### src/core/boot_regs_pkg.sv
package boot_regs_pkg;

	// Register addresses
	localparam logic [7:0] ADDR_DEVICE_STATUS     = 8'h00;
	localparam logic [7:0] ADDR_SILICON_IDENTITY  = 8'h20;
	localparam logic [7:0] ADDR_SILICON_REVISION  = 8'h21;
	localparam logic [7:0] ADDR_LOADER_REVISION   = 8'h23;
	localparam logic [7:0] ADDR_PROGRAM_REVISION  = 8'h24;
	localparam logic [7:0] ADDR_FAULT_SOURCE      = 8'hE0;
	localparam logic [7:0] ADDR_IMAGE_ERASE_KEY   = 8'hF1;
	localparam logic [7:0] ADDR_IMAGE_CHUNK       = 8'hF2;
	localparam logic [7:0] ADDR_IMAGE_CHECK       = 8'hF3;
	localparam logic [7:0] ADDR_IMAGE_LAUNCH      = 8'hF4;
	localparam logic [7:0] ADDR_SOFT_RESTART_KEY  = 8'hFF;

	// Target address, low bit from the select pin
	localparam logic [6:0] TARGET_ADDR_BASE       = 7'h5A;

	// Command keys, first byte in the top lane
	localparam logic [31:0] ERASE_KEY             = 32'hE7A7_E609;
	localparam logic [31:0] RESTART_KEY           = 32'h11E5_728A;
	localparam logic [3:0]  KEY_BYTES             = 4'h4;
	localparam logic [3:0]  CHUNK_BYTES           = 4'h9;

	// Status bit positions
	localparam int STAT_ERROR_BIT                 = 0;
	localparam int STAT_IMAGE_VALID_BIT           = 4;
	localparam int STAT_CHECK_DONE_BIT            = 5;
	localparam int STAT_ERASE_DONE_BIT            = 6;
	localparam int STAT_PROGRAM_MODE_BIT          = 7;

	// Fault source bit positions
	localparam int FAULT_BAD_WRITE_TARGET         = 0;
	localparam int FAULT_BAD_READ_TARGET          = 1;
	localparam int FAULT_BAD_MEASURE_SETTING      = 2;
	localparam int FAULT_SENSE_OVERRANGE          = 3;
	localparam int FAULT_HEATER_CURRENT           = 4;
	localparam int FAULT_HEATER_VOLTAGE           = 5;
	localparam logic [7:0] FAULT_USED_MASK        = 8'h3F;

	// Reset values
	localparam logic [7:0] FAULT_RESET            = 8'h00;
	localparam logic [7:0] BYTE_ZERO              = 8'h00;

	// Fault events raised by the sensor side logic
	typedef struct packed {
		logic heater_voltage_fault;
		logic heater_current_fault;
		logic sense_overrange;
		logic bad_measure_setting;
	} fault_evt_t;

	// Link state
	typedef enum logic [2:0] {
		LS_IDLE, LS_ADDR, LS_ADDR_ACK, LS_WR, LS_WR_ACK, LS_RD, LS_RD_ACK
	} link_state_t;

endpackage : boot_regs_pkg

### src/core/boot_mode_register_interface.sv
// Behaviour
// - program revision reads two bytes, major.minor, trivial
// - fault_source reads causes behind status error flag
// - invalid write register address sets fault bit 0
// - read of invalid register sets fault bit 1
// - unsupported measure_config write sets fault bit 2
// - sensor resistance overrange sets fault bit 3
// - heater current out of range sets bit 4
// - heater voltage fault sets fault bit 5
// - fault bits 6 and 7 reserved, zero
// - exact restart key in one write restarts
// - answer at 0x5A or 0x5B per select
// - boot mode read-only identity, revision and status
// - exact erase key in one write starts erase
// - erase done bit cleared only by reset, launch
// - nine byte chunks programmed in received order
// - image_check write starts full image check
// - check done bit cleared only by reset, launch
// - launch is pointer-only write of image_launch
// - launch runs program only when image valid
// - loader revision two bytes, same layout as program
`timescale 1ns/1ps
`default_nettype none

module boot_mode_register_interface
	import boot_regs_pkg::*;
#(
	parameter logic [7:0]  SILICON_ID  = 8'h5C,   // Arbitrary identity value
	parameter logic [7:0]  SILICON_REV = 8'h30,   // Arbitrary revision value
	parameter logic [15:0] LOADER_REV  = 16'h1000 // Arbitrary loader revision
) (
	input  wire logic        clk,
	input  wire logic        nrst,
	input  wire logic        scl_in,
	input  wire logic        sda_in,
	output logic             sda_out,
	output logic             sda_oe_n,
	input  wire logic        address_select_pin,
	input  wire logic [15:0] program_revision,
	input  wire logic        image_valid,
	input  wire logic        erase_done,
	input  wire logic        check_done,
	input  wire fault_evt_t  fault_evt,
	output logic             erase_start,
	output logic             check_start,
	output logic             launch,
	output logic             soft_restart,
	output logic [71:0]      chunk_data,
	output logic             chunk_valid
);

	////////////////////////////////////////////////////////////////////////////
	// Pin synchronisers and edge detection

	logic [1:0]  scl_sync_r;    // Two flops on the bus clock
	logic [1:0]  sda_sync_r;    // Two flops on the bus data
	logic [1:0]  asel_sync_r;   // Two flops on the address select
	logic        scl_prev_r;    // Last synchronised clock level
	logic        sda_prev_r;    // Last synchronised data level
	logic        scl_rise;      // Bus clock rising edge seen
	logic        scl_fall;      // Bus clock falling edge seen
	logic        bus_start;     // Start or repeated start
	logic        bus_stop;      // Stop condition
	logic        local_rst;     // Pin reset or keyed restart

	// Keyed restart resets everything here but the synchronisers and sda_out, like a power-on
	assign local_rst = !nrst || soft_restart;

	// Synchronisers; stage one only feeds stage two
	always_ff @(posedge clk) begin
		scl_sync_r  <= {scl_sync_r[0], scl_in};
		sda_sync_r  <= {sda_sync_r[0], sda_in};
		asel_sync_r <= {asel_sync_r[0], address_select_pin};
	end

	// Previous levels for edge finding
	always_ff @(posedge clk) begin
		if (local_rst) begin
			scl_prev_r <= 1'b1;
			sda_prev_r <= 1'b1;
		end else begin
			scl_prev_r <= scl_sync_r[1];
			sda_prev_r <= sda_sync_r[1];
		end
	end

	assign scl_rise  = scl_sync_r[1] && !scl_prev_r;
	assign scl_fall  = !scl_sync_r[1] && scl_prev_r;
	// Data moving while the clock stays high frames a transfer
	assign bus_start = scl_sync_r[1] && scl_prev_r && sda_prev_r && !sda_sync_r[1];
	assign bus_stop  = scl_sync_r[1] && scl_prev_r && !sda_prev_r && sda_sync_r[1];

	////////////////////////////////////////////////////////////////////////////
	// Register map helpers

	// Registers that may be read
	function automatic logic readable(input logic [7:0] a);
		readable = (a == ADDR_DEVICE_STATUS) || (a == ADDR_SILICON_IDENTITY) ||
			(a == ADDR_SILICON_REVISION) || (a == ADDR_LOADER_REVISION) ||
			(a == ADDR_PROGRAM_REVISION) || (a == ADDR_FAULT_SOURCE);
	endfunction : readable

	// Registers that may take data after the pointer byte
	function automatic logic writable(input logic [7:0] a);
		writable = (a == ADDR_IMAGE_ERASE_KEY) || (a == ADDR_IMAGE_CHUNK) ||
			(a == ADDR_IMAGE_CHECK) || (a == ADDR_SOFT_RESTART_KEY);
	endfunction : writable

	// Key byte n, first byte in the top lane
	function automatic logic [7:0] key_byte(input logic [31:0] k, input logic [3:0] n);
		key_byte = k[8'(31 - 8 * 32'(n)) -: 8];
	endfunction : key_byte

	////////////////////////////////////////////////////////////////////////////
	// Status and fault state

	logic [7:0]  fault_r;       // Sticky fault causes
	logic        erase_done_r;  // Erase completed
	logic        check_done_r;  // Image check completed
	logic [7:0]  status;        // Assembled status byte
	logic        wr_fault;      // Bad write target this cycle
	logic        rd_fault;      // Bad read target this cycle

	// Fault bits are sticky until reset; reserved bits stay zero
	always_ff @(posedge clk) begin
		if (local_rst) begin
			fault_r <= FAULT_RESET;
		end else begin
			if (wr_fault)
				fault_r[FAULT_BAD_WRITE_TARGET] <= 1'b1;
			if (rd_fault)
				fault_r[FAULT_BAD_READ_TARGET] <= 1'b1;
			if (fault_evt.bad_measure_setting)
				fault_r[FAULT_BAD_MEASURE_SETTING] <= 1'b1;
			if (fault_evt.sense_overrange)
				fault_r[FAULT_SENSE_OVERRANGE] <= 1'b1;
			if (fault_evt.heater_current_fault)
				fault_r[FAULT_HEATER_CURRENT] <= 1'b1;
			if (fault_evt.heater_voltage_fault)
				fault_r[FAULT_HEATER_VOLTAGE] <= 1'b1;
		end
	end

	// Completion flags: zero at start, set on done, cleared by launch only
	always_ff @(posedge clk) begin
		if (local_rst) begin
			erase_done_r <= 1'b0;
			check_done_r <= 1'b0;
		end else begin
			// A completion landing with a launch still wins, no lost done
			if (erase_done || launch)
				erase_done_r <= erase_done;
			if (check_done || launch)
				check_done_r <= check_done;
		end
	end

	// Status byte; program mode bit reads zero while in boot mode
	always_comb begin
		status                        = BYTE_ZERO;
		status[STAT_ERROR_BIT]        = |(fault_r & FAULT_USED_MASK);
		status[STAT_IMAGE_VALID_BIT]  = image_valid;
		status[STAT_CHECK_DONE_BIT]   = check_done_r;
		status[STAT_ERASE_DONE_BIT]   = erase_done_r;
		status[STAT_PROGRAM_MODE_BIT] = 1'b0;
	end

	////////////////////////////////////////////////////////////////////////////
	// Read data selection

	logic [7:0]  ptr_r;         // Selected register
	logic [3:0]  rd_idx_r;      // Byte index within a read
	logic [7:0]  rd_byte;       // Byte to send next

	// Beyond a register's size the host gets zero bytes
	always_comb begin
		rd_byte = BYTE_ZERO;
		unique case (ptr_r)
			ADDR_DEVICE_STATUS:
				if (rd_idx_r == 4'h0) rd_byte = status;
			ADDR_SILICON_IDENTITY:
				if (rd_idx_r == 4'h0) rd_byte = SILICON_ID;
			ADDR_SILICON_REVISION:
				if (rd_idx_r == 4'h0) rd_byte = SILICON_REV;
			ADDR_LOADER_REVISION:
				if (rd_idx_r == 4'h0) rd_byte = LOADER_REV[15:8];
				else if (rd_idx_r == 4'h1) rd_byte = LOADER_REV[7:0];
			ADDR_PROGRAM_REVISION:
				if (rd_idx_r == 4'h0) rd_byte = program_revision[15:8];
				else if (rd_idx_r == 4'h1) rd_byte = program_revision[7:0];
			ADDR_FAULT_SOURCE:
				if (rd_idx_r == 4'h0) rd_byte = fault_r & FAULT_USED_MASK;
			default:
				rd_byte = BYTE_ZERO;
		endcase
	end

	////////////////////////////////////////////////////////////////////////////
	// Link state machine

	link_state_t state_r;       // Link state
	logic [3:0]  bit_cnt_r;     // Bits moved in this byte
	logic [7:0]  shift_r;       // Receive shifter
	logic [7:0]  tx_r;          // Transmit byte
	logic        read_r;        // Transfer direction is read
	logic        wr_open_r;     // A write transfer awaits its end
	logic [3:0]  wr_cnt_r;      // Bytes written incl. pointer
	logic        key_ok_r;      // Key bytes matched so far
	logic        byte_in;       // A written byte completes now
	logic [7:0]  byte_val;      // Value of that byte
	logic        addr_match;    // Address byte names us

	assign byte_val   = shift_r;
	assign byte_in    = (state_r == LS_WR) && scl_fall && (bit_cnt_r == 4'h8);
	assign addr_match = shift_r[7:1] == {TARGET_ADDR_BASE[6:1], asel_sync_r[1]};
	assign rd_fault   = (state_r == LS_ADDR_ACK) && scl_fall && read_r && !readable(ptr_r);
	assign wr_fault   = byte_in && ((wr_cnt_r == 4'h0) ?
		!(readable(byte_val) || writable(byte_val) || byte_val == ADDR_IMAGE_LAUNCH) :
		!writable(ptr_r));

	// Bit and byte sequencing; data lane only ever pulls low
	always_ff @(posedge clk) begin
		if (local_rst) begin
			state_r   <= LS_IDLE;
			bit_cnt_r <= 4'h0;
			shift_r   <= BYTE_ZERO;
			tx_r      <= BYTE_ZERO;
			read_r    <= 1'b0;
			sda_oe_n  <= 1'b1;
			rd_idx_r  <= 4'h0;
		end else if (bus_start) begin
			state_r   <= LS_ADDR;
			bit_cnt_r <= 4'h0;
			sda_oe_n  <= 1'b1;
		end else if (bus_stop) begin
			state_r   <= LS_IDLE;
			sda_oe_n  <= 1'b1;
		end else begin
			unique case (state_r)
				LS_IDLE: sda_oe_n <= 1'b1;
				LS_ADDR, LS_WR: begin
					if (scl_rise) begin
						shift_r   <= {shift_r[6:0], sda_sync_r[1]};
						bit_cnt_r <= bit_cnt_r + 4'h1;
					end else if (scl_fall && bit_cnt_r == 4'h8) begin
						bit_cnt_r <= 4'h0;
						// Other addresses are left alone, no acknowledge
						if (state_r == LS_WR || addr_match) begin
							sda_oe_n <= 1'b0;
							state_r  <= (state_r == LS_WR) ? LS_WR_ACK : LS_ADDR_ACK;
							if (state_r == LS_ADDR) begin
								read_r   <= shift_r[0];
								rd_idx_r <= 4'h0;
							end
						end else begin
							state_r <= LS_IDLE;
						end
					end
				end
				LS_ADDR_ACK: begin
					if (scl_fall) begin
						if (read_r) begin
							tx_r     <= rd_byte;
							sda_oe_n <= rd_byte[7];
							state_r  <= LS_RD;
						end else begin
							sda_oe_n <= 1'b1;
							state_r  <= LS_WR;
						end
					end
				end
				LS_WR_ACK: begin
					if (scl_fall) begin
						sda_oe_n <= 1'b1;
						state_r  <= LS_WR;
					end
				end
				LS_RD: begin
					if (scl_rise) begin
						bit_cnt_r <= bit_cnt_r + 4'h1;
					end else if (scl_fall) begin
						if (bit_cnt_r == 4'h8) begin
							sda_oe_n  <= 1'b1;
							bit_cnt_r <= 4'h0;
							rd_idx_r  <= rd_idx_r + 4'h1;
							state_r   <= LS_RD_ACK;
						end else begin
							sda_oe_n <= tx_r[3'(7 - bit_cnt_r)];
						end
					end
				end
				LS_RD_ACK: begin
					// Host acknowledge asks for another byte
					if (scl_rise && sda_sync_r[1]) begin
						state_r <= LS_IDLE;
					end else if (scl_fall) begin
						tx_r     <= rd_byte;
						sda_oe_n <= rd_byte[7];
						state_r  <= LS_RD;
					end
				end
				default: state_r <= LS_IDLE;
			endcase
		end
	end

	// Open-drain lane: the output level is always low
	always_ff @(posedge clk) begin
		sda_out <= 1'b0;
	end

	////////////////////////////////////////////////////////////////////////////
	// Write collection

	// Pointer, byte count, key check and chunk assembly
	always_ff @(posedge clk) begin
		if (local_rst) begin
			ptr_r      <= BYTE_ZERO;
			wr_cnt_r   <= 4'h0;
			key_ok_r   <= 1'b0;
			wr_open_r  <= 1'b0;
			chunk_data <= 72'h0;
		end else if (bus_start || bus_stop) begin
			wr_open_r <= 1'b0;
		end else if (state_r == LS_ADDR_ACK && scl_fall && !read_r) begin
			wr_open_r <= 1'b1;
			wr_cnt_r  <= 4'h0;
			key_ok_r  <= 1'b1;
		end else if (byte_in) begin
			if (wr_cnt_r != 4'hF)
				wr_cnt_r <= wr_cnt_r + 4'h1;
			if (wr_cnt_r == 4'h0) begin
				ptr_r <= byte_val;
			end else begin
				// Bytes past the first go to the selected register
				if (ptr_r == ADDR_IMAGE_ERASE_KEY && wr_cnt_r <= KEY_BYTES)
					key_ok_r <= key_ok_r &&
						byte_val == key_byte(ERASE_KEY, wr_cnt_r - 4'h1);
				if (ptr_r == ADDR_SOFT_RESTART_KEY && wr_cnt_r <= KEY_BYTES)
					key_ok_r <= key_ok_r &&
						byte_val == key_byte(RESTART_KEY, wr_cnt_r - 4'h1);
				if (ptr_r == ADDR_IMAGE_CHUNK)
					chunk_data <= {chunk_data[63:0], byte_val};
			end
		end
	end

	////////////////////////////////////////////////////////////////////////////
	// Command issue at the end of a write

	logic        wr_end;        // A write transfer closes now

	// A repeated start closes the write just like a stop
	assign wr_end = wr_open_r && (bus_start || bus_stop);

	// One-cycle command pulses; wrong byte counts do nothing
	always_ff @(posedge clk) begin
		if (local_rst) begin
			erase_start  <= 1'b0;
			check_start  <= 1'b0;
			launch       <= 1'b0;
			soft_restart <= 1'b0;
			chunk_valid  <= 1'b0;
		end else begin
			erase_start  <= wr_end && ptr_r == ADDR_IMAGE_ERASE_KEY &&
				wr_cnt_r == KEY_BYTES + 4'h1 && key_ok_r;
			soft_restart <= wr_end && ptr_r == ADDR_SOFT_RESTART_KEY &&
				wr_cnt_r == KEY_BYTES + 4'h1 && key_ok_r;
			chunk_valid  <= wr_end && ptr_r == ADDR_IMAGE_CHUNK &&
				wr_cnt_r == CHUNK_BYTES + 4'h1;
			check_start  <= wr_end && ptr_r == ADDR_IMAGE_CHECK &&
				wr_cnt_r <= 4'h2 && wr_cnt_r != 4'h0;
			launch       <= wr_end && ptr_r == ADDR_IMAGE_LAUNCH &&
				wr_cnt_r == 4'h1 && image_valid;
		end
	end

endmodule : boot_mode_register_interface

`default_nettype wire

### config.mk
export PLATFORM = sky130hd
export DESIGN_NAME = boot_mode_register_interface
export DESIGN_NICKNAME = d
export VERILOG_FILES = /design/src/core/boot_regs_pkg.sv /design/src/core/boot_mode_register_interface.sv
export SDC_FILE = /design/constraint.sdc
export NUM_CORES = 1
export LEC_CHECK = 0
export BUFFER_PORTS_ARGS = -buffer_cell sky130_fd_sc_hd__buf_2
export CORE_UTILIZATION = 23
export CTS_CLUSTER_SIZE = 24
export DETAILED_ROUTE_END_ITERATION = 12
export PLACE_DENSITY_LB_ADDON = 0.12
export SETUP_SLACK_MARGIN = 0.15
export SLEW_MARGIN = 20
export SYNTH_ARGS = -nofsm -noshare
export SYNTH_HDL_FRONTEND = slang
export SYNTH_SLANG_ARGS = --single-unit
### constraint.sdc
create_clock -name clk -period 3.1 [get_ports clk]
set_clock_uncertainty 0.2 [all_clocks]
set_input_delay 0 -clock clk [delete_from_list [all_inputs] [get_ports clk]]
set_output_delay 0 -clock clk [all_outputs]
set_load 0.005 [all_outputs]
==> out/qor.txt, run 1 <==
Slew Limit Fails - 0
post-synthesis sequential area ratio - 0.4108
CTS tree - yes
FMAX - 0.3538 GHz
syn_area_per_cell - 8.475 um^2
Sink Count - 136
Synth Cell Area - 0.006628 mm^2
Hold Vio Cnt, Final - 0
die area - 0.02950 mm^2
initial core utilization - 0.2360
Vias/cell - 4.450
total I/O pin count - 107
Cells after Synth - 782
worst skew pair latency - 0.43 ns
critical path peak fanout - 72
Max clock buf depth - 2
largest net degree at the start of global routing - 91
worst endpoint required time - 3.19 ns
H-Tree Depth - 4
unrepaired setup endpoints after global routing - no
# setup viols final - 0
Area growth, synth to finish - 27.02%
Iter 0 DRT Violations - 333
Max-cap violations - 0
top-count cell post-synth - nand2_1
vias - 5,763
outcome - complete, no violations
antenna fix cells - 0
GP Congestion - 0.7730
Die X - 171.8 um
Worst Path Arrival - 2.91 ns
clk slew on worst S/H paths - 0.07 ns
Post-DP HPWL - 13.80 mm
WHS Path Cells - 5
Worst R2R Path Depth - 9
post-synthesis async set-or-reset flop share - 0
post-CTS setup buffer count - 0
DRC - 0
Slew headroom - 0.5674
row cnt - 61
Startpoint Class - register
Min Clock Period, post-route - 2.827 ns
area share of the largest cell type after synthesis - 0.4108
nets - 946
vias in the first global route - 5,751
Crit. End Element - register
top_reg_cell synth - dfxtp_1
global-route wire length before repair - 31.77 mm
Tightest Hold Check Type - in -> reg
average wire per standard cell - 15.57 um
initial antenna violation count - 0
gr ovfl total - 0
top cells by area, synth - dfxtp_1 41%, nand2_1 11%, a21oi_2 8.6%
WS Path Type - reg -> reg
period utilization - 0.9118
Routed WL - 20.16 mm
net count after synthesis - 824
total power - 4.109 mW
Sum Neg Setup Slack - 0 ns
Slew @ Worst Pin - 0.6325 ns
maximum VDD drop - 0.3390 mV
Die Span Y - 171.8 um
TritonCTS Buffers - 17
flops & latches, synth - 136
library cells used by synthesis - 73
Port Buffer Count - 105
Detailed Routing Iterations Pass 1 - 4
Power Density - 488.1 mW/mm^2
gr usage total - 0.1402
Core Util, Final - 0.2997
fillcell total - 3,117
number of synthesized flops with an enable pin - 0
core area - 0.02809 mm^2
Pleak - 3.075 nW
cell type with the largest total area after synthesis - dfxtp_1
total of warnings raised by yosys - 0
antenna violation net count after detailed routing - 0
layout cell share with drive strength beyond 1 - 0.2694
root buf cell - clkbuf_16
Synth top cells by count - 187 x nand2_1, 136 x dfxtp_1, 65 x a21oi_2
## layout make-up
| class | instances | area (um^2) | area share |
|---|---|---|---|
| multi-input cells | 573 | 3496 | 0.4153 |
| flip-flops and latches | 136 | 2723 | 0.3234 |
| repair buffers | 157 | 1028 | 0.1222 |
| well taps | 378 | 473.0 | 0.05618 |
| clock buffers | 17 | 425.4 | 0.05054 |
| clock inverters | 15 | 201.4 | 0.02393 |
| inverters | 19 | 71.32 | 0.008472 |
## flip-flops by register name, summed over array words and instances, names as in the netlist, 2 cells and up
| signal | flops |
|---|---|
| bit_cnt_r | 4 |
| byte_val | 8 |
| asel_sync_r | 2 |
| tx_r | 8 |
| rd_idx_r | 4 |
| sda_sync_r | 2 |
| scl_sync_r | 2 |
| chunk_data | 72 |
| ptr_r | 8 |
| fault_r | 6 |
| wr_cnt_r | 4 |
| state_r | 3 |
## power by group
part / internal, mW / switching [mW]
combinational: 0.0734 / 0.0891
sequential: 1.76 / 0.0132
clock: 1.24 / 0.933
total: 3.07 / 1.04
## cell families after synthesis
kind of cell / count (synthesis) / synth area share
AO/OA/AOI/OAI: 169 / 0.1895
XOR/XNOR: 10 / 0.01322
adder cells (fa/ha/maj): 14 / 0.02643
buffers and inverters: 73 / 0.06400
flip-flops: 136 / 0.4108
multiplexers: 25 / 0.04172
other: 1 / 0.0005658
AND/OR/NAND/NOR: 354 / 0.2537
## through the flow
stage,hold slack (ns),setup WS [ns],cell area (um^2),std cells
after floorplan,-0.1723,0.3200,6628,782
after global placement,-0.09562,0.3324,7485,1233
after detailed placement,-0.09336,0.3494,7485,1233
after CTS,0.001684,0.2588,8412,1295
after global routing,0.02508,0.1645,8418,1295
final,0.009334,0.2734,8418,1295
## cell usage in the layout (no fill, tap or decap), types with 5 or more instances in the layout
cell             n
nand2_1        187
or3_1            6
dfxtp_1        136
dlygate4sd3_1   30
clkbuf_16       17
nor2_1          59
ha_1            14
mux2i_1         22
inv_1           19
nor3_1          11
nand3_1         15
nor2b_1         10
a21oi_2         65
a21oi_1         30
a22oi_1          6
nand2b_1         7
o21ai_0         21
nor4_1           7
nand4_1          5
buf_2          105
xnor2_1          7
inv_8            5
buf_4           19
and2_1           6
## worst max-delay path, stage by stage, from the launching register on
cell and delay (ns):
dfxtp_1 0.33, inv_1 0.08, ha_1 0.28, and4b_1 0.33, and3_4 0.24, nand2_4 0.08
or4_2 0.66, buf_12 0.23, nand2_1 0.15, a21oi_2 0.06
## layer usage
layer,vias to the layer above,track usage,share of wire
met3,22,0.03451,0.037
met1,2714,0.1864,0.49
met5,-,0,0
met4,0,0.05387,0.019
li1,2933,-,-
met2,94,0.2169,0.45
## worst paths after layout
path / from / to / slack (ns)
worst max-delay path: scl_sync_r[1] / chunk_data[69] / 0.27
worst min register to register: asel_sync_r[0] / asel_sync_r[1] / 0.13
worst max register to register: scl_sync_r[1] / chunk_data[69] / 0.27
worst min-delay path: program_revision[4] / tx_r[4] / 0.009
## what timing repair did
action,CTS,global route
gates resized for setup,0,1
setup endpoints to repair,0,1
hold buffers,30,0
endpoints found under the hold margin,31,0
(Power assumes the default switching activity.)
==> inputs of run 2 (changes only) <==
Settings changed: CTS_BUF_LIST set to sky130_fd_sc_hd__clkbuf_2.
==> out/qor.txt, run 2 (synthesis gave the netlist of run 1 again) <==
average wire per standard cell - 15.28 um (-1.9%)
# setup viols final - 0 (unchanged)
total I/O pin count - 107 (unchanged)
GP Congestion - 0.7730 (unchanged)
maximum VDD drop - 0.2341 mV (-31%)
CTS tree - yes
grt met3 use - 0.03590 (+0.001381)
worst skew pair latency - 0.72 ns (+0.29 ns)
H-Tree Depth - 4 (unchanged)
Startpoint Class - register
Area growth, synth to finish - 25.30%
unrepaired setup endpoints after global routing - no
antenna violation net count after detailed routing - 0 (unchanged)
most frequent cells in the layout - 187 x nand2_1, 136 x dfxtp_1, 105 x buf_2
Sum Neg Setup Slack - 0 ns (unchanged)
initial core utilization - 0.2360 (unchanged)
vias in the first global route - 5,713 (-0.66%)
vias - 5,833 (+1.2%)
initial antenna violation count - 1 (+1)
period utilization - 0.8915 (-0.02030)
clk slew on worst S/H paths - 0.26 ns (+0.19 ns)
Worst Path Arrival - 3.16 ns (+0.25 ns)
core area - 0.02809 mm^2 (unchanged)
root buf cell - clkbuf_2
row cnt - 61 (unchanged)
Pleak - 3.032 nW (-1.4%)
sequential cell area - 0.002723 mm^2 (unchanged)
layout cell share with drive strength beyond 1 - 0.2652 (-0.004181)
Max clock buf depth - 2 (unchanged)
Tightest Hold Check Type - in -> reg
Die X - 171.8 um (unchanged)
Iter 0 DRT Violations - 349 (+4.8%)
Die Span Y - 171.8 um (unchanged)
Top Usage Layer GRT - met2
Crit. End Element - register
Hold Vio Cnt, Final - 0 (unchanged)
WS Path Type - reg -> reg
gr ovfl total - 0 (unchanged)
Max-cap violations - 0 (unchanged)
outcome - complete, no violations
Slew headroom - 0.5689 (+0.001438)
Slew @ Worst Pin - 0.6304 ns (-0.002102 ns)
nets - 968 (+2.3%)
FMAX - 0.3618 GHz (+2.3%)
Slew Limit Fails - 0 (unchanged)
Vias/cell - 4.426 (-0.55%)
Detailed Routing Iterations Pass 1 - 4 (unchanged)
die area - 0.02950 mm^2 (unchanged)
Routed WL - 20.14 mm (-0.12%)
worst endpoint required time - 3.50 ns (+0.31 ns)
critical path peak fanout - 72 (unchanged)
DRC - 0 (unchanged)
area of the multi-input gates - 0.003500 mm^2 (+0.11%)
Power Density - 387.2 mW/mm^2 (-21%)
commonest non-fill, non-tap cell in the layout - nand2_1
met2 usage - 0.2179 (+0.001056)
TritonCTS Buffers - 17 (unchanged)
Sink Count - 136 (unchanged)
largest net degree at the start of global routing - 91 (unchanged)
global-route wire length before repair - 31.64 mm (-0.41%)
fillcell total - 3,140 (+0.74%)
largest register by flop count - chunk_data
post-CTS setup buffer count - 0 (unchanged)
Largest register FFs - 72 (unchanged)
Port Buffer Count - 105 (unchanged)
gr usage total - 0.1391 (-0.001091)
Post-DP HPWL - 13.80 mm (unchanged)
Min Clock Period, post-route - 2.764 ns (-0.06293 ns)
met1 Use GR - 0.1868 (+0.0003964)
total power - 3.215 mW (-22%)
-- run 2: metrics by stage --
step	worst slack [ns]	cells	instance area, um^2	hold WS, ns	util
detailed placement	0.3494	1233	7485	-0.09336	0.2665
CTS	0.2224	1317	8292	0.008118	0.2952
floorplan	0.3200	782	6628	-0.1723	-
global placement	0.3324	1233	7485	-0.09562	0.2665
global route	0.1584	1318	8304	0.03823	0.2957
finish	0.3363	1318	8304	0.07204	0.2957
-- run 2: final timing paths --
check / from / to / slack, ns / depth (start not counted)
max: scl_sync_r[1] / chunk_data[69] / 0.34 / 9
min: program_revision[9] / tx_r[1] / 0.07 / 5
max reg2reg: scl_sync_r[1] / chunk_data[69] / 0.34 / 9
min reg2reg: asel_sync_r[0] / asel_sync_r[1] / 0.15 / 0
-- run 2: final cells by class --
cell class / instances / share of cell area
clock buffers: 17 / 0.01025
flip-flops and latches: 136 / 0.3279
inverters: 19 / 0.008588
well taps: 378 / 0.05695
repair buffers: 179 / 0.1504
diodes: 1 / 0.0003013
clock inverters: 15 / 0.02426
multi-input cells: 573 / 0.4214
-- run 2: per-layer routing --
| layer | part of all wire | routed length (um) |
|---|---|---|
| met5 | 0 | 0 |
| met4 | 0.016 | 318 |
| met3 | 0.041 | 829 |
| met2 | 0.46 | 9196 |
| met1 | 0.49 | 9792 |
-- run 2: where the power goes --
group	internal, mW	switching, mW	leakage [nW]
sequential	1.77	0.0132	1.10
combinational	0.0904	0.0917	1.76
clock	0.426	0.824	0.169
total	2.29	0.929	3.03
-- run 2: critical path, stage by stage (launching register included) --
cell,delay (ns)
dfxtp_1,0.38
inv_1,0.08
ha_2,0.24
and4b_2,0.29
and3_4,0.22
nand2_4,0.08
or4_2,0.66
buf_12,0.22
nand2_1,0.15
a21oi_2,0.06
-- run 2: what timing repair did --
item,4_1_cts,5_1_grt
endpoints found under the hold margin,133,0
resized for setup,0,3
endpoints found under the setup margin,0,11
hold buffers,52,0
